--- src/hw/oas_pkg.sv ---
// Behaviour
// RL1 - nonzero increment result discards fetched word
// RL2 - increment file, write to acc or file
// RL3 - two-word skipped instruction: two idle cycles
// RL4 - three-word skipped instruction: three idle cycles
// RL5 - literal-OR decoded by 0000 1001 kkkk kkkk
// RL6 - literal-OR result goes into accumulator
// RL7 - acc-OR-file decoded by 0001 00da ffff ffff
// RL8 - destination bit picks accumulator or file
// RL9 - bank bit picks access bank or pointer
// RL10 - extended set, access bank, f<=95 indexed
// RL11 - OR updates N and Z in one cycle
package oas_pkg;

   localparam logic [7:0] OPC_OR_LIT    = 8'h09;
   localparam logic [5:0] OPC_OR_FILE   = 6'h04;
   localparam logic [5:0] OPC_INC_SKIP  = 6'h12;
   localparam int         POS_DEST      = 9;
   localparam int         POS_BANK      = 8;
   localparam logic [7:0] INDEXED_LIMIT = 8'h5F;
   localparam logic [7:0] ACCESS_SPLIT  = 8'h60;
   localparam logic [3:0] BANK_ACCESS_HI = 4'hF;
   localparam logic [7:0] ACC_RESET     = 8'h00;
   localparam logic [1:0] IDLE_NONE     = 2'h0;
   localparam logic [1:0] IDLE_ONE      = 2'h1;

   // four phases of one instruction cycle, gray coded
   typedef enum logic [1:0]
   {
      OAS_Q1 = 2'b00,
      OAS_Q2 = 2'b01,
      OAS_Q3 = 2'b11,
      OAS_Q4 = 2'b10
   } oas_phase_type;

   typedef enum logic [1:0]
   {
      OAS_OP_NONE = 2'h0,
      OAS_OP_LIT  = 2'h1,
      OAS_OP_FILE = 2'h2,
      OAS_OP_INC  = 2'h3
   } oas_op_type;

   // data memory access request toward the file array
   typedef struct packed
   {
      logic        rd;
      logic        wr;
      logic        indexed;
      logic [11:0] addr;
      logic [7:0]  wdata;
   } oas_mem_type;

endpackage : oas_pkg

--- src/hw/oas_core.sv ---
`timescale 1ns/1ns
module oas_core
(
   input  wire logic               clk,
   input  wire logic               rst_n,
   input  wire logic [15:0]        instr,
   input  wire logic               instr_valid,
   input  wire logic [1:0]         next_words,
   input  wire logic               ext_set_en,
   input  wire logic [5:0]         bank_select_pointer,
   input  wire logic [7:0]         file_rdata,
   output oas_pkg::oas_mem_type    mem,
   output logic [7:0]              acc,
   output logic                    flag_n,
   output logic                    flag_z,
   output oas_pkg::oas_phase_type  phase,
   output logic                    idle,
   output logic                    instr_take
);

   ////////////////////////////////////////////////////////////////////////////
   // decode helpers

   function automatic oas_pkg::oas_op_type decode_op(input logic [15:0] w);
      if (w[15:8] == oas_pkg::OPC_OR_LIT)
         return oas_pkg::OAS_OP_LIT; // RL5
      else if (w[15:10] == oas_pkg::OPC_OR_FILE)
         return oas_pkg::OAS_OP_FILE; // RL7
      else if (w[15:10] == oas_pkg::OPC_INC_SKIP)
         return oas_pkg::OAS_OP_INC;
      else
         return oas_pkg::OAS_OP_NONE;
   endfunction : decode_op

   // bank bit low: access bank split low/high; high: bank pointer
   function automatic logic [11:0] file_addr(input logic a, input logic [7:0] f,
                                             input logic [5:0] bsp);
      if (a)
         return {bsp[3:0], f}; // RL9
      else if (f < oas_pkg::ACCESS_SPLIT)
         return {4'h0, f}; // RL9
      else
         return {oas_pkg::BANK_ACCESS_HI, f}; // RL9
   endfunction : file_addr

   // operations that read a file register and may write it back
   function automatic logic uses_file(input oas_pkg::oas_op_type o);
      return (o == oas_pkg::OAS_OP_FILE) || (o == oas_pkg::OAS_OP_INC);
   endfunction : uses_file

   // operations that post n and z; increment-skip leaves status alone
   function automatic logic sets_flags(input oas_pkg::oas_op_type o);
      return (o == oas_pkg::OAS_OP_LIT) || (o == oas_pkg::OAS_OP_FILE); // RL11
   endfunction : sets_flags

   // the literal form always lands in acc, since its bit 9 is opcode, not a
   // destination; file forms follow the destination bit
   function automatic logic writes_acc(input oas_pkg::oas_op_type o, input logic d);
      if (o == oas_pkg::OAS_OP_LIT)
         return 1'b1; // RL6
      else if (o == oas_pkg::OAS_OP_NONE)
         return 1'b0;
      else
         return !d; // RL8 RL2
   endfunction : writes_acc

   ////////////////////////////////////////////////////////////////////////////
   // instruction register and phase counter

   logic [15:0]           ir;
   oas_pkg::oas_op_type   op;
   logic [1:0]            idle_left;
   logic [7:0]            operand;
   logic [7:0]            result;
   logic                  dest_file;
   logic                  skip;

   assign op         = decode_op(ir);
   assign dest_file  = ir[oas_pkg::POS_DEST];
   // idle stands for whole cycles, so all four phases of a skipped cycle are quiet
   assign idle       = idle_left != oas_pkg::IDLE_NONE; // RL3
   // a new word is only taken at the start of a non-idle cycle; during idle
   // the fetch side keeps presenting its word and it is simply not latched
   assign instr_take = (phase == oas_pkg::OAS_Q1) && !idle;

   // phases cycle Q1..Q4 endlessly
   // gray order: one bit moves per phase, so phase decodes never glitch
   always_ff @(posedge clk or negedge rst_n)
   begin
      if (!rst_n)
         phase <= oas_pkg::OAS_Q1;
      else
         case (phase)
            oas_pkg::OAS_Q1: phase <= oas_pkg::OAS_Q2;
            oas_pkg::OAS_Q2: phase <= oas_pkg::OAS_Q3;
            oas_pkg::OAS_Q3: phase <= oas_pkg::OAS_Q4;
            default:         phase <= oas_pkg::OAS_Q1;
         endcase
   end

   // q1 decode: latch word; an idle cycle latches nothing
   // clearing ir at the q1 edge of an idle cycle keeps a stale opcode from
   // running a second time with the next cycle's operands
   always_ff @(posedge clk or negedge rst_n)
   begin
      if (!rst_n)
         ir <= 16'h0000;
      else if (instr_take)
         ir <= instr_valid ? instr : 16'h0000;
      else if (phase == oas_pkg::OAS_Q1)
         ir <= 16'h0000; // discarded word becomes a no-op
   end

   ////////////////////////////////////////////////////////////////////////////
   // datapath: q2 read, q3 process, q4 write
   // cycle timing, one instruction per four clocks:
   //   q1 edge  word latched into ir, or cleared when idle
   //   q2       read strobe up, operand captured at its edge
   //   q3       result formed from operand and accumulator
   //   q4       write strobe up; acc, flags and skip count move at its edge
   // results are therefore visible from q1 of the following cycle

   // q2 operand read, literal or file
   always_ff @(posedge clk or negedge rst_n)
   begin
      if (!rst_n)
         operand <= 8'h00;
      else if (phase == oas_pkg::OAS_Q2)
      begin
         if (op == oas_pkg::OAS_OP_LIT)
            operand <= ir[7:0]; // RL5
         else
            operand <= file_rdata;
      end
   end

   // q3 process
   always_ff @(posedge clk or negedge rst_n)
   begin
      if (!rst_n)
         result <= 8'h00;
      else if (phase == oas_pkg::OAS_Q3)
      begin
         // the sum wraps at eight bits; a wrap to zero is what suppresses the skip
         if (op == oas_pkg::OAS_OP_INC)
            result <= 8'(operand + 8'h01); // RL2
         else
            result <= acc | operand; // RL6
      end
   end

   ////////////////////////////////////////////////////////////////////////////
   // skip decision

   // judged on the registered sum, which stands through all of q4; it is
   // sampled only at the q4 edge, so idle starts with the next cycle
   assign skip = (op == oas_pkg::OAS_OP_INC) && (result != 8'h00); // RL1

   // q2 read request and q4 write request toward the file array
   always_comb
   begin
      mem         = '0;
      // the address is shown in every phase so the array has it set up early
      mem.addr    = file_addr(ir[oas_pkg::POS_BANK], ir[7:0], bank_select_pointer);
      mem.wdata   = result;
      // strobes and mode only for operations that really touch a file
      if (uses_file(op))
      begin
         mem.rd      = phase == oas_pkg::OAS_Q2;
         mem.wr      = (phase == oas_pkg::OAS_Q4) && dest_file; // RL8 RL2
         // indexed offset mode is only flagged; the offset add lives in the
         // address unit, which limits this block to the flag
         mem.indexed = ext_set_en && !ir[oas_pkg::POS_BANK]
                       && (ir[7:0] <= oas_pkg::INDEXED_LIMIT); // RL10
      end
   end

   // q4 accumulator write
   always_ff @(posedge clk or negedge rst_n)
   begin
      if (!rst_n)
         acc <= oas_pkg::ACC_RESET;
      else if ((phase == oas_pkg::OAS_Q4) && writes_acc(op, dest_file))
         acc <= result; // RL6 RL8 RL2
   end

   // q4 flags, OR instructions only; increment-skip leaves them alone
   always_ff @(posedge clk or negedge rst_n)
   begin
      if (!rst_n)
      begin
         flag_n <= 1'b0;
         flag_z <= 1'b0;
      end
      else if ((phase == oas_pkg::OAS_Q4) && sets_flags(op))
      begin
         flag_n <= result[7]; // RL11
         flag_z <= result == 8'h00; // RL11
      end
   end

   // skip: one idle cycle per word of the fetched next instruction
   always_ff @(posedge clk or negedge rst_n)
   begin
      if (!rst_n)
         idle_left <= oas_pkg::IDLE_NONE;
      else if (phase == oas_pkg::OAS_Q4)
      begin
         if (skip)
         begin
            // a count of zero is read as one, so a taken skip is never silent
            if (next_words == oas_pkg::IDLE_NONE)
               idle_left <= oas_pkg::IDLE_ONE; // RL1
            else
               idle_left <= next_words; // RL3 RL4
         end
         else if (idle)
         begin
            // counts down at the end of each idle cycle and stops at zero
            idle_left <= 2'(idle_left - oas_pkg::IDLE_ONE);
         end
      end
   end

endmodule : oas_core

--- config.mk ---
export PLATFORM = sky130hd
export DESIGN_NAME = oas_core
export DESIGN_NICKNAME = d
export VERILOG_FILES = /design/src/hw/oas_pkg.sv /design/src/hw/oas_core.sv
export SDC_FILE = /design/constraint.sdc
export NUM_CORES = 1
export LEC_CHECK = 0
export ABC_CLOCK_PERIOD_IN_PS = 2600
export BUFFER_PORTS_ARGS = -buffer_cell sky130_fd_sc_hd__buf_2
export CAP_MARGIN = 20
export CELL_PAD_IN_SITES_DETAIL_PLACEMENT = 0
export CELL_PAD_IN_SITES_GLOBAL_PLACEMENT = 2
export CORE_AREA = 3 3 126 67
export DETAILED_ROUTE_END_ITERATION = 12
export DIE_AREA = 0 0 129 70
export PLACE_DENSITY = 0.75
export SLEW_MARGIN = 15
export SYNTH_ARGS = -nofsm -noshare
export SYNTH_HDL_FRONTEND = slang
export SYNTH_SLANG_ARGS = --single-unit
--- constraint.sdc ---
create_clock -name clk -period 2.6 [get_ports clk]
set_input_delay 0.26 -clock clk [delete_from_list [all_inputs] [get_ports clk]]
set_output_delay 0.26 -clock clk [all_outputs]
set_load 0.02 [all_outputs]
Yosys cells after proc, flatten, opt, wreduce, memory -nomap -nowiden --
Index checks and enable logic that the tools add are counted.
Cells by class: divide/modulo/power cells 0, $mul 0, shifts and indexed selects 0, bitwise operators 1, reduce and logical (&&, ||, !) cells 21, equal/unequal tests 9, add/sub/neg operators 2, order comparisons 2, multiplexer cells 17
Operators by type and width (number):
- $mux 16 | 3
- $mux 12 | 2
- $mux 8 | 2
- $mux 2 | 6
- $add 8x1->8 const B | 1
- $eq 2x2->1 const B | 4
- $eq 8x4->1 const B | 1
- $le 8x7->1 const B | 1
- $logic_not 8->1 | 1
- $lt 8x7->1 const B | 1
- $or 8x8->8 | 1
- $reduce_bool 8->1 | 1
- $logic_and 1x1->1 | 7
- $eq 6x3->1 const B | 1
- $eq 6x5->1 const B | 1
- $logic_not 2->1 | 3
- $pmux 2 s3 | 1
- $reduce_bool 2->1 | 3
- $eq 2x1->1 const B | 2
- $logic_not 1->1 | 3
- $mux 3 | 1
- $logic_or 1x1->1 | 2
- $mux 1 | 2
- $reduce_and 2->1 | 1
- $sub 2x1->2 const B | 1
Word-level totals: word-level logic and storage cells 60, bits of input ports 36, memory bits (writable) 0, ROM bits 0, bits in latches 0, output and inout bits 37, memories kept 0, flip-flop bits (word level) 46

Logic depth before layout (Yosys ltp) --
Gate-level depths: netlist of run 1.
word-level depth 8, gate-level depth with buffers 8, gate-level depth less buffers 8

Least setup slack after synthesis of run 1 --
OpenSTA, ideal clock, no wires.
kind reg2out, start point register ir[13], end point output port mem[20] (netlist name), path slack 0.388 ns, path buffers 1, data required time 2.340 ns, stages on the path, launching flop included 7, data arrival time 1.952 ns, cell sequence dfrtp_1 -> or3_1 -> nor3_1 -> ha_1 -> clkbuf_1 -> or2_2 -> and3_1
RTL lines:
- start, declared | RTL line oas_core.sv:70 | logic [15:0] ir;
- start signal, assigned | RTL line oas_core.sv:109 | ir <= instr_valid ? instr : 16'h0000;
- end, declared | RTL line oas_core.sv:12 | output oas_pkg::oas_mem_type mem,

==> results of run 1 <==
path summary, 6_finish.rpt:
check,start,to,slack [ns],depth (start not counted)
setup / recovery,ir[12],mem[22],0.15,7
hold / removal,instr[5],ir[5],0.19,2
setup reg to reg,ir[13],result[7],0.36,7
hold reg to reg,flag_z,flag_z,0.48,2
max in group asynchronous,rst_n,ir[2],1.52,3
min in group asynchronous,rst_n,acc[2],0.34,2
per-layer routing:
metal	up-vias	GRT usage, %
met1	870	19.5
li1	887	-
met2	45	18.6
met3	4	3.44
met5	-	0
met4	0	3.14
through the flow:
stage	std cells	setup WS [ns]
final	376	0.148
after global routing	376	0.0395
after CTS	376	0.0633
after detailed placement	368	0.214
after global placement	368	0.291
after floorplan	215	0.388
cell usage after synthesis, types with 2 or more instances:
| cell type | number | area, sq um |
|---|---|---|
| inv_1 | 13 | 48.8 |
| a211oi_1 | 4 | 30.0 |
| nor2_1 | 7 | 26.3 |
| nand2_1 | 21 | 78.8 |
| and3_1 | 3 | 18.8 |
| o31ai_1 | 2 | 15.0 |
| or4_1 | 2 | 15.0 |
| ha_1 | 5 | 62.6 |
| xor2_1 | 3 | 26.3 |
| a22o_1 | 15 | 131 |
| a21oi_1 | 10 | 50.1 |
| nand3_1 | 2 | 10.0 |
| or3_1 | 2 | 12.5 |
| clkbuf_1 | 6 | 22.5 |
| buf_2 | 2 | 10.0 |
| or2_2 | 2 | 12.5 |
| o21ai_0 | 16 | 80.1 |
| nor3_1 | 8 | 40.0 |
| mux2_2 | 11 | 124 |
| a21o_1 | 3 | 22.5 |
| mux2i_1 | 8 | 80.1 |
| buf_4 | 9 | 67.6 |
| dfrtp_1 | 46 | 1150 |
power by group:
part	internal [W]	total (W)	switching, W
clock	0.000347	0.000600	0.000253
combinational	0.000287	0.000682	0.000396
sequential	0.000868	0.00101	0.000141
repair_timing:
| item | in CTS | in global routing |
|---|---|---|
| gates resized for setup | 1 | 2 |
| hold endpoints to repair | 7 | 0 |
| hold buffers | 1 | 0 |
| pin swaps | 0 | 0 |
| setup endpoints to repair | 3 | 3 |
worst max-delay path: cells and delay by family (launching register included):
kind / cells / cell delay [ns]
and+or+nand+nor: 4 / 1.06
DFF: 1 / 0.45
buffers and inverters: 2 / 0.22
adders and majority gates: 1 / 0.18
cell type report:
cell class	instances	area (sq um)
clock buffer	5	125
tap	96	120
clock inverter	2	10.0
timing repair buffer	76	398
inverter	13	48.8
fill	754	4480
multi-input combinational	138	986
sequential	46	1150
flip-flops by register name (all words and copies together) (netlist names):
register and count:
acc 8, flag_n 1, flag_z 1, idle_left 2, ir 16, operand 8, phase 2, result 8
layout by cell type (no fill, tap or decap), drive strengths merged, types with 3 or more instances in the layout:
cell type  instances
nand2             21
buf               75
a22o              16
a21o               3
mux2i              8
inv               13
dfrtp             46
o21ai             17
a211oi             4
nor2               8
xor2               3
clkbuf             5
ha                 5
nor3               8
and3               3
a21oi             10
mux2              11
logic make-up (layout without fill, tap and decap cells):
logic type,after synthesis,after routing,synth area share [%]
adders and majority gates,5,5,2.75
DFF,46,46,50.6
AOI/OAI and AO/OA,56,56,17.6
xor gates and xnor gates,4,4,1.54
and+or+nand+nor,54,54,11.8
muxes,19,19,8.97
buffers and inverters,31,96,6.77
==> impl_metrics.toml, run 1 <==
[timing]
slew_headroom_pct = 58.2
setup_violations = 0
hold_ws_ns = 0.195
hold_viol = 0
maxSlewViolCount = 0
rsz0062_at_grt = "false"
fin_crit_ns = 2.45
worst_slew_pin_slew_ns = 0.627
setup_tns_ns = 0
fin_crit_sh_pct = 94.3
max_freq_ghz = 0.408
fin_skew_ns = 0.00371

[placed_design]
dpl_cell_area_sq_um = 2680
gp_congestion = 0.820
dp_hpwl_um = 4360
portBuffers = 70

[critical_path]
arrival_ns = 2.19
crit_fanout = 5
cp_slowest_cell = "dfrtp_1"
startpoint_type = "flip-flop"
path_class = "reg -> out"
slowest_delay_ns = 0.45
end_kind = "primary output"
critical_path_required_ns = 2.34
worstPathCellList = "or2b_1 > nor3_4 > inv_1 > ha_1 > or2_2 > and3_1 > buf_2"

[power_and_ir_drop]
powerDensity_nw_per_um2 = 807
p_leak_nw = 1.38
finalPower_w = 0.00229
ir_drop_mv = 0.277

[cts]
cts.clk_slew.worst_paths_ns = 0.06
cts_tree = "built"
cts.sinks = 46
clock_latency_ns = 0.28
cts-root-buf = "clkbuf_16"
cts_setup_buffers = 0
h-tree-depth = 2
cts_buffers = 5
cts_buffer_depth = 2

[detailed_routing]
ant_nets = 0
finalWirelength_um = 5750
vias = 1806
first_iter_violations = 93
wl_met3_um = 338
wl_per_cell_um = 15.3
dr.pass1.iters = 4
top_layer_used = "met4"
dr_wl_met2_um = 2430
drt-met1-wl_um = 2940
via_per_inst = 4.80
drc = 0

[synth]
synth_fp_nets = 256
syn_area_sq_um = 2270
synth_edf_count = 0
yosysUniqueCellTypes = 38
ys_warn_count = 0
synthFlopType = "dfrtp_1"
avgSynthCellArea_sq_um = 10.6
synth_seq_area_share_pct = 50.6
async_flop_share_pct = 100
ys_seq_elements = 46
synth_cells = 215

[floorplanning]
core_area_sq_um = 7320
rows = 22
dieWidth_um = 129
ios = 73
die_y_um = 70
dieArea_sq_um = 9030
initial_utilization_pct = 31.1

[layout]
final_core_util_pct = 38.8
n_antenna_cell = 0
area_growth_pct = 24.8
drive_gt1_share_pct = 36.4
fin_nets = 321
final_cell_area_sq_um = 2840

[worst_hold_path]
hold_path.class = "in -> reg"

[global_routing]
grt_max_degree = 40
grt_use_total_pct = 13.1
grt_pass1_wl_um = 9490
grt_overflow = 0
antenna_found_initial = 0
grt_pass1_vias = 1831

[job]
cap_violations = 0

[status]
status = "finished clean"
Note: power is estimated with default switching activity, not from simulation.
==> inputs of run 2 (changes only) <==
--- a/config.mk
+++ b/config.mk
@@ -13,6 +13,7 @@
 export CORE_AREA = 3 3 126 67
 export DETAILED_ROUTE_END_ITERATION = 12
 export DIE_AREA = 0 0 129 70
+export MAX_ROUTING_LAYER = met4
 export PLACE_DENSITY = 0.75
 export SLEW_MARGIN = 15
 export SYNTH_ARGS = -nofsm -noshare
==> run 2 against run 1 <==
First-iteration DRC count is 12% lower. Sequential power hardly changed. Die area stayed put. Worst setup slack worse by 0.00088 ns. Critical path depth stayed put. Worst hold slack better by 0.00067 ns. Clock power hardly changed. Clock skew is 0.0014 ns higher. Cell count stayed put. Fmax hardly changed. Critical path type unchanged.
==> impl_metrics.toml, run 2 (synthesis gave the netlist of run 1 again) <==
[status]
status = "finished clean"

[global_routing]
grt_use_total_pct = 13.4
grt_pass1_wl_um = 9470
grt_overflow = 0
antenna_found_initial = 0
grt_max_degree = 40
grt_pass1_vias = 1838

[floorplanning]
dieWidth_um = 129
die_y_um = 70
core_area_sq_um = 7320
dieArea_sq_um = 9030
ios = 73
rows = 22
initial_utilization_pct = 31.1

[timing]
fin_ws_ns = 0.147
fin_crit_sh_pct = 94.3
fin_skew_ns = 0.00506
rsz0062_at_grt = "false"
hold_viol = 0
max_freq_ghz = 0.408
setup_tns_ns = 0
maxSlewViolCount = 0
setup_violations = 0
fin_crit_ns = 2.45
slew_headroom_pct = 58.2
worst_slew_pin_slew_ns = 0.627

[critical_path]
end_kind = "primary output"
critPathTopFamily = "simple AND/OR/NAND/NOR gates"
crit_fanout = 5
path_class = "reg -> out"
startpoint_type = "flip-flop"
worstRegToRegCells = 7
arrival_ns = 2.19
slowest_delay_ns = 0.45
cp_slowest_cell = "dfrtp_1"
path_buf_inv = 2
rrSetupSlack_ns = 0.36
worstPathCellList = "or2b_1 > nor3_4 > inv_1 > ha_1 > or2_2 > and3_1 > buf_2"
r2r-end = "result[7]"
critical_path_required_ns = 2.34
reg2reg_from = "ir[13]"

[power_and_ir_drop]
p_leak_nw = 1.38
ir_drop_mv = 0.276
powerDensity_nw_per_um2 = 808
finalPower_w = 0.00229

[layout]
final_common_cell = "buf_2"
n_antenna_cell = 0
fin_nets = 321
final_cell_mix = "buf_2 (70), dfrtp_1 (46), nand2_1 (21)"
n_fill_cell = 754
area_growth_pct = 24.8
multi_input_area_sq_um = 986
largest_reg_flops = 16
top_register = "ir"
regArea_sq_um = 1150
drive_gt1_share_pct = 36.4

[placed_design]
dp_hpwl_um = 4360
gp_congestion = 0.832
portBuffers = 70
post-place-ws_ns = 0.214

[detailed_routing]
finalWirelength_um = 5760
ant_nets = 0
via_per_inst = 4.82
vias = 1814
drc = 0
wl_per_cell_um = 15.3
first_iter_violations = 82
dr.pass1.iters = 4

[worst_hold_path]
hold_path_depth = 2
hold_end = "ir[0]"
worstHoldStart = "instr[0]"
hold_path.class = "in -> reg"

[job]
cap_violations = 0

[cts]
cts_buffer_depth = 2
cts.clk_slew.worst_paths_ns = 0.06
cts_setup_buffers = 0
cts.sinks = 46
clock_latency_ns = 0.28
cts_buffers = 5
cts_tree = "built"
h-tree-depth = 2
cts-root-buf = "clkbuf_16"
==> run 2: cell counts in the layout (fill, tap and decap cells not counted) <==
Identical to the previous run, type by type.
==> run 2: cell type report <==
class                      count  share of cell area [%]
clock inverter                 2                   0.353
sequential                    46                    40.5
timing repair buffer          76                    14.0
clock buffer                   5                    4.41
multi-input combinational    138                    34.7
inverter                      13                    1.72
tap                           96                    4.23
==> run 2: worst max path at each step <==
| stage | depth (start not counted) | from | slack [ns] | endpoint |
|---|---|---|---|---|
| after CTS | 7 | ir[13] | 0.06 | mem[22] |
| after global placement | 7 | ir[13] | 0.29 | mem[22] |
| final | 7 | ir[12] | 0.15 | mem[22] |
| after detailed placement | 7 | ir[13] | 0.21 | result[7] |
| after global routing | 7 | ir[12] | 0.04 | mem[20] |
| after floorplan | 6 | ir[13] | 0.39 | mem[20] |
==> run 2: through the flow <==
stage	instance area [sq um]	hold WS, ns	utilization (%)	std cells
after floorplan	2270	-0.0356	-	215
after global placement	2680	0.106	36.6	368
after detailed placement	2680	0.108	36.6	368
after CTS	2830	0.188	38.6	376
after global routing	2840	0.196	38.8	376
final	2840	0.195	38.8	376
==> run 2: worst reg2reg max path, delay by kind of cell, from the launching register on <==
kind,cells,cell delay [ns]
compound gates,1,0.13
mux,1,0.36
simple gates,4,1.06
flops,1,0.37
fa+ha+maj,1,0.25
==> run 2: repair_timing <==
item / 4_1_cts / 5_1_grt
resized for setup: 1 / 2
hold buffers: 1 / 0
hold endpoints to repair: 7 / 0
endpoints found under the setup margin: 3 / 3
==> run 2: per-layer routing <==
| metal | GRT usage, % | wire length [um] | part of all wire [%] |
|---|---|---|---|
| met1 | 19.9 | 2980 | 52 |
| met5 | - | 0 | 0 |
| met2 | 18.5 | 2440 | 42 |
| met4 | 3.14 | 46 | 0.80 |
| met3 | 2.98 | 296 | 5.1 |
==> run 2: power by group <==
part,total [W],leakage (nW),internal (W),switching (W)
Combinational,0.000683,0.734,0.000287,0.000396
Sequential,0.00101,0.578,0.000868,0.000142
Clock,0.000601,0.0694,0.000347,0.000254
Total,0.00229,1.38,0.00150,0.000792
